<file path="src/rtl/psi_consts.vh">
/*
  Constants for the PHY status and interrupt register block: management
  register addresses, field positions, reset values and frame counts.
  Assumes it is included by bare name from the design files.
*/
`ifndef PSI_CONSTS_VH
`define PSI_CONSTS_VH

// register addresses on the management bus
`define PSI_REG_BASIC_STATUS  5'h01
`define PSI_REG_AN_EXPANSION  5'h06
`define PSI_REG_STATUS_TWO    5'h11
`define PSI_REG_IRQ_MASK      5'h12
`define PSI_REG_EVENT_FLAGS   5'h13

// phy_status_two field positions
`define PSI_ST2_DUPLEX        9
`define PSI_ST2_AN_MODE       8
`define PSI_ST2_AN_DONE       7
`define PSI_ST2_POLARITY      5
`define PSI_ST2_PAUSE         4
`define PSI_ST2_ERROR         3

// irq_mask_enable field positions
`define PSI_MSK_AN_DONE       7
`define PSI_MSK_SPEED         6
`define PSI_MSK_DUPLEX        5
`define PSI_MSK_LINK          4
`define PSI_MSK_GLOBAL        1
`define PSI_MSK_FORCE         0

// event_change_flags field positions
`define PSI_FLG_AN_DONE       7
`define PSI_FLG_SPEED         6
`define PSI_FLG_DUPLEX        5
`define PSI_FLG_LINK          4
`define PSI_FLG_PENDING       2

// reset values
`define PSI_EVT_MASK_RST      4'h0
`define PSI_FLAGS_RST         4'h0

// management frame fields and counts
`define PSI_PREAMBLE_BITS     6'd32
`define PSI_HDR_LAST          4'd13
`define PSI_FRAME_START       2'b01
`define PSI_OP_READ           2'b10
`define PSI_OP_WRITE          2'b01
`define PSI_DATA_LAST         5'd17
`define PSI_DATA_FIRST        5'd1

`endif

</file>
<file path="src/rtl/psi_status_irq_regs.v">
/*
  Status, interrupt mask and change-flag registers of a 10/100 PHY,
  reached over the serial management pins (clock and two-way data).
  Assumes the management clock is far slower than clk_in, so each of
  its rising edges is found by sampling, and that status inputs are
  levels from other domains.
*/
`timescale 1ns/10ps
`include "psi_consts.vh"
module psi_status_irq_regs #(
  parameter [4:0] PHY_ADDR = 5'h00
) (
  // clock and reset
  input  wire clk_in,
  input  wire sys_rst_in,
  // management pins
  input  wire mgmt_clk_in,
  input  wire mdio_in,
  output reg  mdio_out,
  output reg  mdio_oe_out,
  output reg  mgmt_irq_out_n,
  // resolved link state from the transceiver core
  input  wire full_duplex_in,
  input  wire an_mode_in,
  input  wire an_complete_in,
  input  wire polarity_rev_in,
  input  wire pause_capable_in,
  input  wire speed_100_in,
  input  wire link_up_in,
  // error sources
  input  wire remote_fault_in,
  input  wire jabber_in,
  input  wire pd_fault_in
);

  // ---------------------------------------------------------------
  // state encodings
  // ---------------------------------------------------------------
  localparam [3:0] ST_IDLE  = 4'b0001;
  localparam [3:0] ST_HDR   = 4'b0010;
  localparam [3:0] ST_READ  = 4'b0100;
  localparam [3:0] ST_WRITE = 4'b1000;

  // ---------------------------------------------------------------
  // input synchronisation
  // ---------------------------------------------------------------
  wire [11:0] sync_q;
  wire        mdc_s;
  wire        mdio_s;
  wire        duplex_s;
  wire        an_mode_s;
  wire        an_cmp_s;
  wire        polarity_s;
  wire        pause_s;
  wire        speed_s;
  wire        link_s;
  wire        remote_s;
  wire        jabber_s;
  wire        pdf_s;

  psi_sync #(
    .WIDTH (12)
  ) u_sync (
    .clk_in     (clk_in),
    .sys_rst_in (sys_rst_in),
    .async_in   ({mgmt_clk_in, mdio_in, full_duplex_in, an_mode_in,
                  an_complete_in, polarity_rev_in, pause_capable_in,
                  speed_100_in, link_up_in, remote_fault_in,
                  jabber_in, pd_fault_in}),
    .sync_out   (sync_q)
  );

  assign mdc_s      = sync_q[11];
  assign mdio_s     = sync_q[10];
  assign duplex_s   = sync_q[9];
  assign an_mode_s  = sync_q[8];
  assign an_cmp_s   = sync_q[7];
  assign polarity_s = sync_q[6];
  assign pause_s    = sync_q[5];
  assign speed_s    = sync_q[4];
  assign link_s     = sync_q[3];
  assign remote_s   = sync_q[2];
  assign jabber_s   = sync_q[1];
  assign pdf_s      = sync_q[0];

  // ---------------------------------------------------------------
  // registers
  // ---------------------------------------------------------------
  reg        mdc_prev;
  reg [3:0]  state;
  reg [5:0]  pre_cnt;
  reg [3:0]  hdr_cnt;
  reg [12:0] hdr_sr;
  reg [4:0]  dat_cnt;
  reg [4:0]  wr_reg;
  reg [15:0] rd_sr;
  reg [15:0] wr_sr;
  reg [3:0]  evt_mask;
  reg        irq_global_enable;
  reg        test_irq_force;
  reg [3:0]  chg_flag;
  reg        error_flag;
  reg        status_primed;
  reg        prev_an_cmp;
  reg        prev_speed;
  reg        prev_duplex;
  reg        prev_link;

  // ---------------------------------------------------------------
  // frame decode
  // ---------------------------------------------------------------
  wire        mdc_rise;
  wire [13:0] hdr_word;
  wire        hdr_done;
  wire        hdr_ours;
  wire        rd_hit;
  wire        wr_hit;
  wire        flag_clr;
  wire        err_clr;
  wire [15:0] wr_word;

  // the first bit of start is the zero that ends the preamble
  assign mdc_rise = mdc_s & ~mdc_prev;
  assign hdr_word = {hdr_sr, mdio_s};
  assign hdr_done = mdc_rise & state[1] & (hdr_cnt == `PSI_HDR_LAST);
  assign hdr_ours = hdr_done & (hdr_word[13:12] == `PSI_FRAME_START) &
                    (hdr_word[9:5] == PHY_ADDR);
  assign rd_hit   = hdr_ours & (hdr_word[11:10] == `PSI_OP_READ);
  assign wr_hit   = hdr_ours & (hdr_word[11:10] == `PSI_OP_WRITE);
  assign wr_word  = {wr_sr[14:0], mdio_s};

  // flags are captured and cleared in the very cycle the frame
  // commits to a read of them
  assign flag_clr = rd_hit &
                    (hdr_word[4:0] == `PSI_REG_EVENT_FLAGS);
  // reading either error source register releases the error bit
  assign err_clr  = rd_hit &
                    ((hdr_word[4:0] == `PSI_REG_BASIC_STATUS) |
                     (hdr_word[4:0] == `PSI_REG_AN_EXPANSION));

  // ---------------------------------------------------------------
  // events and interrupt request
  // ---------------------------------------------------------------
  wire [3:0] evt;
  wire [3:0] next_chg_flag;
  wire       err_cond;
  wire       next_error_flag;
  wire       irq_req;

  // first sample after reset only primes the history
  assign evt[3] = status_primed & an_cmp_s & ~prev_an_cmp;
  assign evt[2] = status_primed & (speed_s ^ prev_speed);
  assign evt[1] = status_primed & (duplex_s ^ prev_duplex);
  assign evt[0] = status_primed & (link_s ^ prev_link);

  // a new event wins over the read clear
  assign next_chg_flag = evt | (chg_flag & ~{4{flag_clr}});

  assign err_cond        = remote_s | jabber_s | pdf_s;
  assign next_error_flag = err_cond | (error_flag & ~err_clr);

  // mask bits line up with flag bits: done, speed, duplex, link
  assign irq_req = test_irq_force |
                   (irq_global_enable &
                    |(chg_flag & evt_mask));

  // ---------------------------------------------------------------
  // read data
  // ---------------------------------------------------------------
  reg [15:0] rd_word;

  always @* begin
    rd_word = 16'h0000;
    case (hdr_word[4:0])
      `PSI_REG_STATUS_TWO: begin
        rd_word[`PSI_ST2_DUPLEX]   = duplex_s;
        rd_word[`PSI_ST2_AN_MODE]  = an_mode_s;
        rd_word[`PSI_ST2_AN_DONE]  = an_cmp_s;
        rd_word[`PSI_ST2_POLARITY] = polarity_s;
        rd_word[`PSI_ST2_PAUSE]    = pause_s;
        rd_word[`PSI_ST2_ERROR]    = error_flag;
      end
      `PSI_REG_IRQ_MASK: begin
        // reserved bits are not stored and read as zero
        rd_word[`PSI_MSK_AN_DONE] = evt_mask[3];
        rd_word[`PSI_MSK_SPEED]   = evt_mask[2];
        rd_word[`PSI_MSK_DUPLEX]  = evt_mask[1];
        rd_word[`PSI_MSK_LINK]    = evt_mask[0];
        rd_word[`PSI_MSK_GLOBAL]  = irq_global_enable;
        rd_word[`PSI_MSK_FORCE]   = test_irq_force;
      end
      `PSI_REG_EVENT_FLAGS: begin
        rd_word[`PSI_FLG_AN_DONE] = chg_flag[3];
        rd_word[`PSI_FLG_SPEED]   = chg_flag[2];
        rd_word[`PSI_FLG_DUPLEX]  = chg_flag[1];
        rd_word[`PSI_FLG_LINK]    = chg_flag[0];
        rd_word[`PSI_FLG_PENDING] = irq_req;
      end
      default: begin
        rd_word = 16'h0000;
      end
    endcase
  end

  wire rd_ours;

  // only the three registers of this block drive the data pin
  assign rd_ours = (hdr_word[4:0] == `PSI_REG_STATUS_TWO) |
                   (hdr_word[4:0] == `PSI_REG_IRQ_MASK) |
                   (hdr_word[4:0] == `PSI_REG_EVENT_FLAGS);

  // ---------------------------------------------------------------
  // status history and sticky flags
  // ---------------------------------------------------------------
  always @(posedge clk_in) begin
    if (sys_rst_in) begin
      status_primed <= 1'b0;
      prev_an_cmp   <= 1'b0;
      prev_speed    <= 1'b0;
      prev_duplex   <= 1'b0;
      prev_link     <= 1'b0;
      chg_flag      <= `PSI_FLAGS_RST;
      error_flag    <= 1'b0;
    end else begin
      status_primed <= 1'b1;
      prev_an_cmp   <= an_cmp_s;
      prev_speed    <= speed_s;
      prev_duplex   <= duplex_s;
      prev_link     <= link_s;
      chg_flag      <= next_chg_flag;
      error_flag    <= next_error_flag;
    end
  end

  // ---------------------------------------------------------------
  // interrupt output
  // ---------------------------------------------------------------
  always @(posedge clk_in) begin
    if (sys_rst_in) begin
      mgmt_irq_out_n <= 1'b1;
    end else begin
      mgmt_irq_out_n <= ~irq_req;
    end
  end

  // ---------------------------------------------------------------
  // mask register writes
  // ---------------------------------------------------------------
  wire wr_commit;

  assign wr_commit = mdc_rise & state[3] & (dat_cnt == `PSI_DATA_LAST) &
                     (wr_reg == `PSI_REG_IRQ_MASK);

  always @(posedge clk_in) begin
    if (sys_rst_in) begin
      evt_mask          <= `PSI_EVT_MASK_RST;
      irq_global_enable <= 1'b0;
      test_irq_force    <= 1'b0;
    end else if (wr_commit) begin
      // reserved bits are dropped, so stray ones cannot steer anything
      evt_mask[3]       <= wr_word[`PSI_MSK_AN_DONE];
      evt_mask[2]       <= wr_word[`PSI_MSK_SPEED];
      evt_mask[1]       <= wr_word[`PSI_MSK_DUPLEX];
      evt_mask[0]       <= wr_word[`PSI_MSK_LINK];
      irq_global_enable <= wr_word[`PSI_MSK_GLOBAL];
      test_irq_force    <= wr_word[`PSI_MSK_FORCE];
    end
  end

  // ---------------------------------------------------------------
  // management frame engine
  // ---------------------------------------------------------------
  // data is sampled and driven just after each sampled rising edge;
  // the sampling delay is a few clk_in cycles, well inside the
  // management clock's half period
  always @(posedge clk_in) begin
    if (sys_rst_in) begin
      mdc_prev    <= 1'b0;
      state       <= ST_IDLE;
      pre_cnt     <= 6'd0;
      hdr_cnt     <= 4'd0;
      hdr_sr      <= 13'h0000;
      dat_cnt     <= 5'd0;
      wr_reg      <= 5'h00;
      rd_sr       <= 16'h0000;
      wr_sr       <= 16'h0000;
      mdio_out    <= 1'b0;
      mdio_oe_out <= 1'b0;
    end else begin
      mdc_prev <= mdc_s;
      if (mdc_rise) begin
        case (state)
          ST_IDLE: begin
            if (mdio_s) begin
              if (pre_cnt != `PSI_PREAMBLE_BITS) begin
                pre_cnt <= pre_cnt + 6'd1;
              end
            end else begin
              if (pre_cnt == `PSI_PREAMBLE_BITS) begin
                state   <= ST_HDR;
                hdr_sr  <= 13'h0000;
                hdr_cnt <= 4'd1;
              end
              pre_cnt <= 6'd0;
            end
          end
          ST_HDR: begin
            hdr_sr  <= hdr_word[12:0];
            hdr_cnt <= hdr_cnt + 4'd1;
            if (hdr_done) begin
              dat_cnt <= 5'd0;
              pre_cnt <= 6'd0;
              if (rd_hit && rd_ours) begin
                state <= ST_READ;
                rd_sr <= rd_word;
              end else if (wr_hit) begin
                state  <= ST_WRITE;
                wr_reg <= hdr_word[4:0];
              end else begin
                state <= ST_IDLE;
              end
            end
          end
          ST_READ: begin
            dat_cnt <= dat_cnt + 5'd1;
            if (dat_cnt == 5'd0) begin
              // second turnaround bit: device drives zero
              mdio_oe_out <= 1'b1;
              mdio_out    <= 1'b0;
            end else if (dat_cnt == `PSI_DATA_LAST) begin
              mdio_oe_out <= 1'b0;
              mdio_out    <= 1'b0;
              state       <= ST_IDLE;
            end else begin
              mdio_out <= rd_sr[15];
              rd_sr    <= {rd_sr[14:0], 1'b0};
            end
          end
          ST_WRITE: begin
            dat_cnt <= dat_cnt + 5'd1;
            wr_sr   <= wr_word;
            if (dat_cnt == `PSI_DATA_LAST) begin
              state <= ST_IDLE;
            end
          end
          default: begin
            state       <= ST_IDLE;
            mdio_oe_out <= 1'b0;
          end
        endcase
      end
    end
  end

endmodule // psi_status_irq_regs

</file>
<file path="src/rtl/psi_sync.v">
/*
  Two-flop synchroniser for a vector of independent levels.
  Assumes each bit is a slow level or a clock far slower than clk_in;
  bits are not kept coherent with one another.
*/
`timescale 1ns/10ps
module psi_sync #(
  parameter WIDTH = 1
) (
  // clock and reset
  input  wire             clk_in,
  input  wire             sys_rst_in,
  // asynchronous levels in, synchronised levels out
  input  wire [WIDTH-1:0] async_in,
  output reg  [WIDTH-1:0] sync_out
);

  reg [WIDTH-1:0] meta;

  always @(posedge clk_in) begin
    if (sys_rst_in) begin
      meta     <= {WIDTH{1'b0}};
      sync_out <= {WIDTH{1'b0}};
    end else begin
      meta     <= async_in;
      sync_out <= meta;
    end
  end

endmodule // psi_sync

</file>
<file path="config.mk">
export PLATFORM = sky130hd
export DESIGN_NAME = psi_status_irq_regs
export DESIGN_NICKNAME = d
export VERILOG_FILES = /design/src/rtl/psi_status_irq_regs.v /design/src/rtl/psi_sync.v
export VERILOG_INCLUDE_DIRS = /design/src /design/src/rtl
export SDC_FILE = /design/constraint.sdc
export NUM_CORES = 1
export LEC_CHECK = 0
export ABC_AREA = 1
export CAP_MARGIN = 30
export CORE_AREA = 5 5 109 111
export DETAILED_ROUTE_END_ITERATION = 10
export DIE_AREA = 0 0 114 116
export DONT_BUFFER_PORTS = 1
export SLEW_MARGIN = 20
export SYNTH_ARGS = -nofsm -noshare
export SYNTH_HDL_FRONTEND = slang
export SYNTH_HIERARCHICAL = 1
export SYNTH_SLANG_ARGS = --single-unit
</file>
<file path="constraint.sdc">
create_clock -name clk_in -period 4.4 [get_ports clk_in]
set_input_delay 0.44 -clock clk_in [delete_from_list [all_inputs] [get_ports clk_in]]
set_output_delay 0.44 -clock clk_in [all_outputs]
set_load 0.02 [all_outputs]
</file>
==> results of run 1 <==
==> per-layer routing <==
layer | up-vias | share of wire, %
met5 | - | 0
met4 | 0 | 1.5
met3 | 11 | 2.8
met2 | 48 | 45
met1 | 1754 | 51
li1 | 2054 | -
==> Yosys cell counts, types with 3 or more instances <==
cell type	count	area (µm²)
nand2_1	157	589
nor2_1	115	432
dfxtp_1	104	2080
inv_1	88	330
a21oi_1	45	225
nand3_1	38	190
o21ai_0	22	110
nand2_2	16	100
nor3_1	8	40.0
xor2_1	8	70.1
clkbuf_1	7	26.3
ha_1	7	87.6
inv_2	7	26.3
nand4_1	7	43.8
nor2_2	7	43.8
buf_4	5	37.5
buf_6	5	56.3
nand2_4	4	45.0
nor2_4	4	45.0
buf_2	3	15.0
nand3b_1	3	22.5
nor4_1	3	18.8
==> cell families (layout without fill, tap and decap cells) <==
group / count (synthesis) / count (layout)
simple gates: 367 / 367
buf+inv: 118 / 113
flops: 104 / 104
compound gates: 71 / 71
xor+xnor: 8 / 8
fa+ha+maj: 7 / 7
==> placed cells by master (no fill, tap or decap), drive strengths merged <==
| cell type | count |
|---|---|
| dfxtp | 104 |
| ha | 7 |
| nand3b | 3 |
| nand4 | 7 |
| nand3 | 40 |
| clkinv | 5 |
| buf | 1 |
| clkinvlp | 1 |
| o21ai | 24 |
| nor2 | 127 |
| a21oi | 46 |
| clkbuf | 11 |
| nor4 | 3 |
| nand2 | 177 |
| or2 | 1 |
| nand2b | 1 |
| a31oi | 1 |
| nor3 | 8 |
| xor2 | 8 |
| inv | 95 |
==> metrics by stage <==
step | hold slack (ps) | cell area (µm²)
after global placement | 394 | 4800
final | 142 | 4980
after detailed placement | 393 | 4800
after floorplan | 388 | 4770
after global routing | 115 | 4980
after CTS | 114 | 4980
==> worst paths after layout <==
check	end	slack, ps	from
worst min-delay path	u_sync/meta[3]	140	sys_rst_in
worst max register to register	dat_cnt[2]	2250	state[0]
worst min register to register	u_sync/sync_out[7]	400	u_sync/meta[7]
worst max-delay path	dat_cnt[2]	2250	state[0]
==> power breakdown <==
group | leakage, nW | internal (mW) | switching [mW]
combinational | 1.14 | 0.0181 | 0.0340
sequential | 0.845 | 0.958 | 0.0106
clock | 0.0951 | 0.235 | 0.319
total | 2.08 | 1.21 | 0.363
==> area by class of cell <==
cell class	instances	area, µm²
timing repair buffer	1	7.51
inverter	96	360
multi-input combinational	453	2170
fill	1113	5720
tap	140	175
clock buffer	11	151
clock inverter	5	31.3
sequential	104	2080
==> results by group, run 1 <==
STA
  • Worst-margin pin slew: 770 ps
  • Max Freq: 0.465 GHz
  • Final setup vio count: 0
  • Fin crit period: 2150 ps
  • Clock Skew: 6.90 ps
  • RSZ-0062 raised after global routing: no
  • Setup_tns: 0 ps
  • Final Hold Fails: 0
  • Slew headroom: 48.5%
  • Fin. max-slew vios: 0
  • Fin crit share: 48.9%
  • Worst setup slack after layout: 2250 ps

Clocking
  • # resized after CTS: 0
  • H-tree levels: 3
  • Hold Buf Count CTS: 0
  • Clock root buffer: clkbuf_8
  • TritonCTS Buffers: 9
  • TritonCTS clock tree: yes
  • Worst skew pair latency: 360 ps
  • Setup bufs post-CTS: 0
  • Clock Tree Buf Depth: 2
  • Sink Count: 104
  • CTS clk-pin slew, worst paths: 100 ps

Final layout
  • Share of cells above drive strength 1: 9.10%
  • Max reg flops: 16
  • Post-route insts no fill: 810
  • Top Registers: rd_sr (16), hdr_sr (13)
  • Utilization after layout: 46.5%
  • Ant diodes: 0
  • Area delta synth->final: 4.33%
  • Fin nets: 686
  • Top reg by flops: rd_sr

Synth
  • Synth Area in XOR/XNOR: 1.47%
  • Mean post-synth cell area: 7.07 µm²
  • Syn Inst Count: 675
  • Post-synth EDFFs: 0
  • Netlist cell types: 34
  • Most common flop cell mapped by yosys: dfxtp_1
  • Largest family of logic cells by synthesized area: simple AND/OR/NAND/NOR gates
  • Post-synthesis compound-gate area fraction: 8.02%
  • Post-synthesis register bit count: 104
  • Sequential share of the synthesized area: 43.6%
  • Post-Synth Adder-Cell Area: 1.84%
  • Mapped cell area: 0.00477 mm²
  • Yosys warns: 6
  • Simple-gate share of the synthesized area: 34.2%
  • Asr flop ratio synth: 0%
  • Mux cell area share after synthesis: 0%
  • Post-synth net total: 696

Route
  • # DRC: 0
  • WL/cell: 11.2 µm
  • Remaining antenna violation count: 0
  • Vias after detailed routing: 3867
  • 1st-iter DRT viols: 284
  • Post-Route WL: 9.09 mm
  • Via density: 4.77
  • Drt first pass iters: 4

Global routing
  • Initial antenna violation count: 0
  • Grt peak-use layer: met2
  • Pin count of the biggest net entering global routing: 66
  • GRT overflow: 0
  • Global-route wire length before repair: 15.9 mm
  • Vias in the first global route: 3545
  • Met2 GRT Util: 24.2%
  • GRT Util Overall: 14.8%
  • Met1 Use GR: 19.5%
  • Global-route met3 utilization: 2.40%

Placed design
  • Port Buffers: 0
  • Hpwl dp: 6.27 mm
  • Placed insts: 794
  • GP Congestion: 0.760
  • Pre-CTS setup slack: 2250 ps

Power and ir drop
  • Lkg Pwr: 2.08 nW
  • Power Dens Cells: 316 mW/mm²
  • Maximum vdd drop: 0.191 mV
  • Design Power: 1.57 mW

Die
  • Row cnt: 38
  • Starting density of the core: 44.6%
  • I/O pin cnt: 17
  • Die Height: 116 µm
  • Die X: 114 µm
  • DIE AREA: 0.0132 mm²
  • Core area: 0.0107 mm²

Flow run
  • Max cap viols: 0

Setup path
  • Worst setup EP type: flip-flop
  • Startpoint Class: flip-flop
  • CP Buf/Inv Count: 2
  • CP max stage delay: 550 ps
  • Slowest cell on the critical path: nand3_1
  • FF-to-FF path depth: 8
  • Top Family by Delay on Critical Path: simple AND/OR/NAND/NOR gates
  • Critical path, cell by cell: nor2_1 -> nand3_1 -> nand2_1 -> inv_1 -> a21oi_1 -> inv_1 -> nand2_1 -> a21oi_1
  • Crit path max fanout: 22
  • Critical Path AT: 2410 ps
  • Stages on worst setup path: 8
  • Worst EP required: 4660 ps
  • CP Class: flip-flop to flip-flop

Worst hold path
  • Hold Path Depth: 1
  • Min-Delay Path Class: input pin to flip-flop

Outcome
  • Status: completed
(Power assumes the default switching activity.)
==> run 2, diff against run 1 <==
==> constraint.sdc (replaced) <==
create_clock -name clk_in -period 2 [get_ports clk_in]
set_input_delay 0.2 -clock clk_in [delete_from_list [all_inputs] [get_ports clk_in]]
set_output_delay 0.2 -clock clk_in [all_outputs]
set_load 0.02 [all_outputs]
==> run 2 against run 1 <==
Non-clock buffer count grew 18. Worst setup slack got worse by 2000 ps. Critical path depth did not move. Combinational power rose to 3.1 times the previous value. Die area did not move. Global-route usage rose by 0.91 points. Clock power is 110% higher. Clock skew up 6.2 ps. Hold slack got worse by 48 ps. Largest power group unchanged.
==> results by group, run 2 (synthesis results as in run 1) <==
Clocking
  • Worst skew pair latency: 370 ps (about the same)
  • H-tree levels: 3 (unchanged)
  • CTS clk-pin slew, worst paths: 100 ps (about the same)
  • TritonCTS clock tree: yes
  • Sink Count: 104 (unchanged)
  • TritonCTS Buffers: 9 (unchanged)
  • Clock Tree Buf Depth: 2 (unchanged)
  • Clock root buffer: clkbuf_8

Placed design
  • Hpwl dp: 6.57 mm (+4.8%)
  • Port Buffers: 0 (unchanged)
  • Pre-CTS setup slack: 202 ps (-2050 ps)
  • GP Congestion: 0.793 (+4.4%)

Die
  • Starting density of the core: 44.6% (unchanged)
  • Die X: 114 µm (unchanged)
  • DIE AREA: 0.0132 mm² (unchanged)
  • Core area: 0.0107 mm² (unchanged)
  • Die Height: 116 µm (unchanged)
  • I/O pin cnt: 17 (unchanged)
  • Row cnt: 38 (unchanged)

Global routing
  • Pin count of the biggest net entering global routing: 65 (-1.5%)
  • Initial antenna violation count: 0 (unchanged)
  • Vias in the first global route: 3718 (+4.9%)
  • Global-route wire length before repair: 16.8 mm (+5.8%)
  • GRT Util Overall: 15.7% (+0.91 points)
  • GRT overflow: 0 (unchanged)

Final layout
  • Max reg flops: 16 (unchanged)
  • Ant diodes: 0 (unchanged)
  • Commonest non-fill, non-tap cell in the layout: nand2_1
  • Area delta synth->final: 8.05%
  • Top Registers: rd_sr (16), hdr_sr (13)
  • Share of cells above drive strength 1: 9.74% (+0.63 points)
  • Fin nets: 704 (+2.6%)
  • Highest-count cells in the layout ignoring fill and taps: 156 x nand2_1, 115 x nor2_1, 104 x dfxtp_1
  • Top reg by flops: rd_sr

Setup path
  • Worst setup EP type: flip-flop
  • Worst EP required: 2280 ps (-2380 ps)
  • Startpoint Class: flip-flop
  • CP Class: flip-flop to flip-flop
  • Crit path max fanout: 12 (-45%)
  • Critical Path AT: 2010 ps (-400 ps)

STA
  • Fin crit period: 1730 ps (-420 ps)
  • Slew headroom: 67.0% (+18 points)
  • Setup_tns: 0 ps (unchanged)
  • Max Freq: 0.577 GHz (+24%)
  • Clock Skew: 13.1 ps (+6.22 ps)
  • Worst setup slack after layout: 268 ps (-1980 ps)
  • Fin crit share: 86.6% (+38 points)
  • Fin. max-slew vios: 0 (unchanged)
  • Final Hold Fails: 0 (unchanged)
  • RSZ-0062 raised after global routing: no
  • Final setup vio count: 0 (unchanged)
  • Worst-margin pin slew: 493 ps (-277 ps)
  • Worst hold slack: 93.5 ps (-48.4 ps)

Power and ir drop
  • P_sw: 0.832 mW (+130%)
  • Reg power frac: 61.1% (-0.4 points)
  • Clock power frac: 34.3% (-0.9 points)
  • Int Pwr: 2.65 mW (+120%)
  • Power Dens Cells: 676 mW/mm² (+110%)
  • Maximum vdd drop: 0.506 mV (+170%)
  • Net Sw Frac: 23.9% (+0.79 points)
  • Combinational power share: 4.6% (+1.3 points)
  • Lkg Pwr: 2.17 nW (+4.0%)

Route
  • Post-Route WL: 9.51 mm (+4.6%)
  • 1st-iter DRT viols: 231 (-19%)
  • Via density: 4.74 (-0.73%)
  • # DRC: 0 (unchanged)
  • WL/cell: 11.5 µm (+2.3%)
  • Vias after detailed routing: 3924 (+1.5%)
  • Drt first pass iters: 4 (unchanged)
  • Remaining antenna violation count: 0 (unchanged)

Outcome
  • Status: completed

Worst hold path
  • Min-Delay Path Class: input pin to flip-flop

Flow run
  • Max cap viols: 0 (unchanged)
-- run 2: cell count changes in the layout (fill, tap and decap cells not counted) --
| cell | delta |
|---|---|
| nand2_2 | +1 |
| clkbuf_8 | -1 |
| inv_6 | +1 |
| clkbuf_1 | +1 |
| buf_4 | +5 |
| dlygate4sd3_1 | +12 |
| clkinv_4 | -1 |
| buf_16 | +1 |
| nand2_1 | -1 |
-- run 2: path summary, 6_finish.rpt --
check             slack (ps)            endpoint  depth (start not counted)           start
setup / recovery         270      test_irq_force                          8      dat_cnt[0]
hold / removal            90          pre_cnt[5]                          3      sys_rst_in
hold reg to reg          400  u_sync/sync_out[1]                          2  u_sync/meta[1]
setup reg to reg         270      test_irq_force                          8      dat_cnt[0]
-- run 2: power groups by stage --
stage               Clock [mW]  Combinational, mW  Sequential (mW)
floorplan                    0              0.118             2.17
global placement             0              0.117             2.18
detailed placement           0              0.119             2.18
CTS                       1.25              0.164             2.13
global route              1.33              0.187             2.14
finish                    1.19              0.162             2.13
-- run 2: cell type report --
cell class / count / area [µm²]
Clock buffer: 11 / 141
Clock inverter: 5 / 31.3
Fill cell: 1080 / 5540
Inverter: 96 / 360
Multi-Input combinational cell: 453 / 2170
Sequential cell: 104 / 2080
Tap cell: 140 / 175
Timing Repair Buffer: 19 / 193
-- run 2: what timing repair did --
item | CTS | global route
buffers inserted | 0 | 0
resized for setup | 0 | 1
hold buffers | 13 | 0
endpoints found under the setup margin | 0 | 1
endpoints found under the hold margin | 65 | 0
-- run 2: per-layer routing --
| layer | vias up | track usage [%] | routed length, µm |
|---|---|---|---|
| met1 | 1766 | 19.9 | 4710 |
| met5 | - | 0 | 0 |
| met4 | 0 | 6.57 | 210 |
| li1 | 2092 | - | - |
| met3 | 14 | 3.24 | 366 |
| met2 | 52 | 25.9 | 4230 |
-- run 2: worst max-delay path, cell delays in order (launching register included) --
cell,delay (ps)
dfxtp_1,430
ha_1,170
nand2_1,50
inv_1,50
nand2_1,130
nor4_1,300
nand2_2,230
o21ai_0,230
nor2_1,50
-- run 2: through the flow --
| stage | power, mW | instance area (µm²) | instances | utilization [%] |
|---|---|---|---|---|
| CTS | 3.54 | 5150 | 828 | 48.2 |
| detailed placement | 2.30 | 4830 | 799 | 45.2 |
| finish | 3.49 | 5160 | 828 | 48.2 |
| floorplan | 2.29 | 4770 | 675 | - |
| global placement | 2.29 | 4830 | 799 | 45.2 |
| global route | 3.66 | 5160 | 828 | 48.2 |
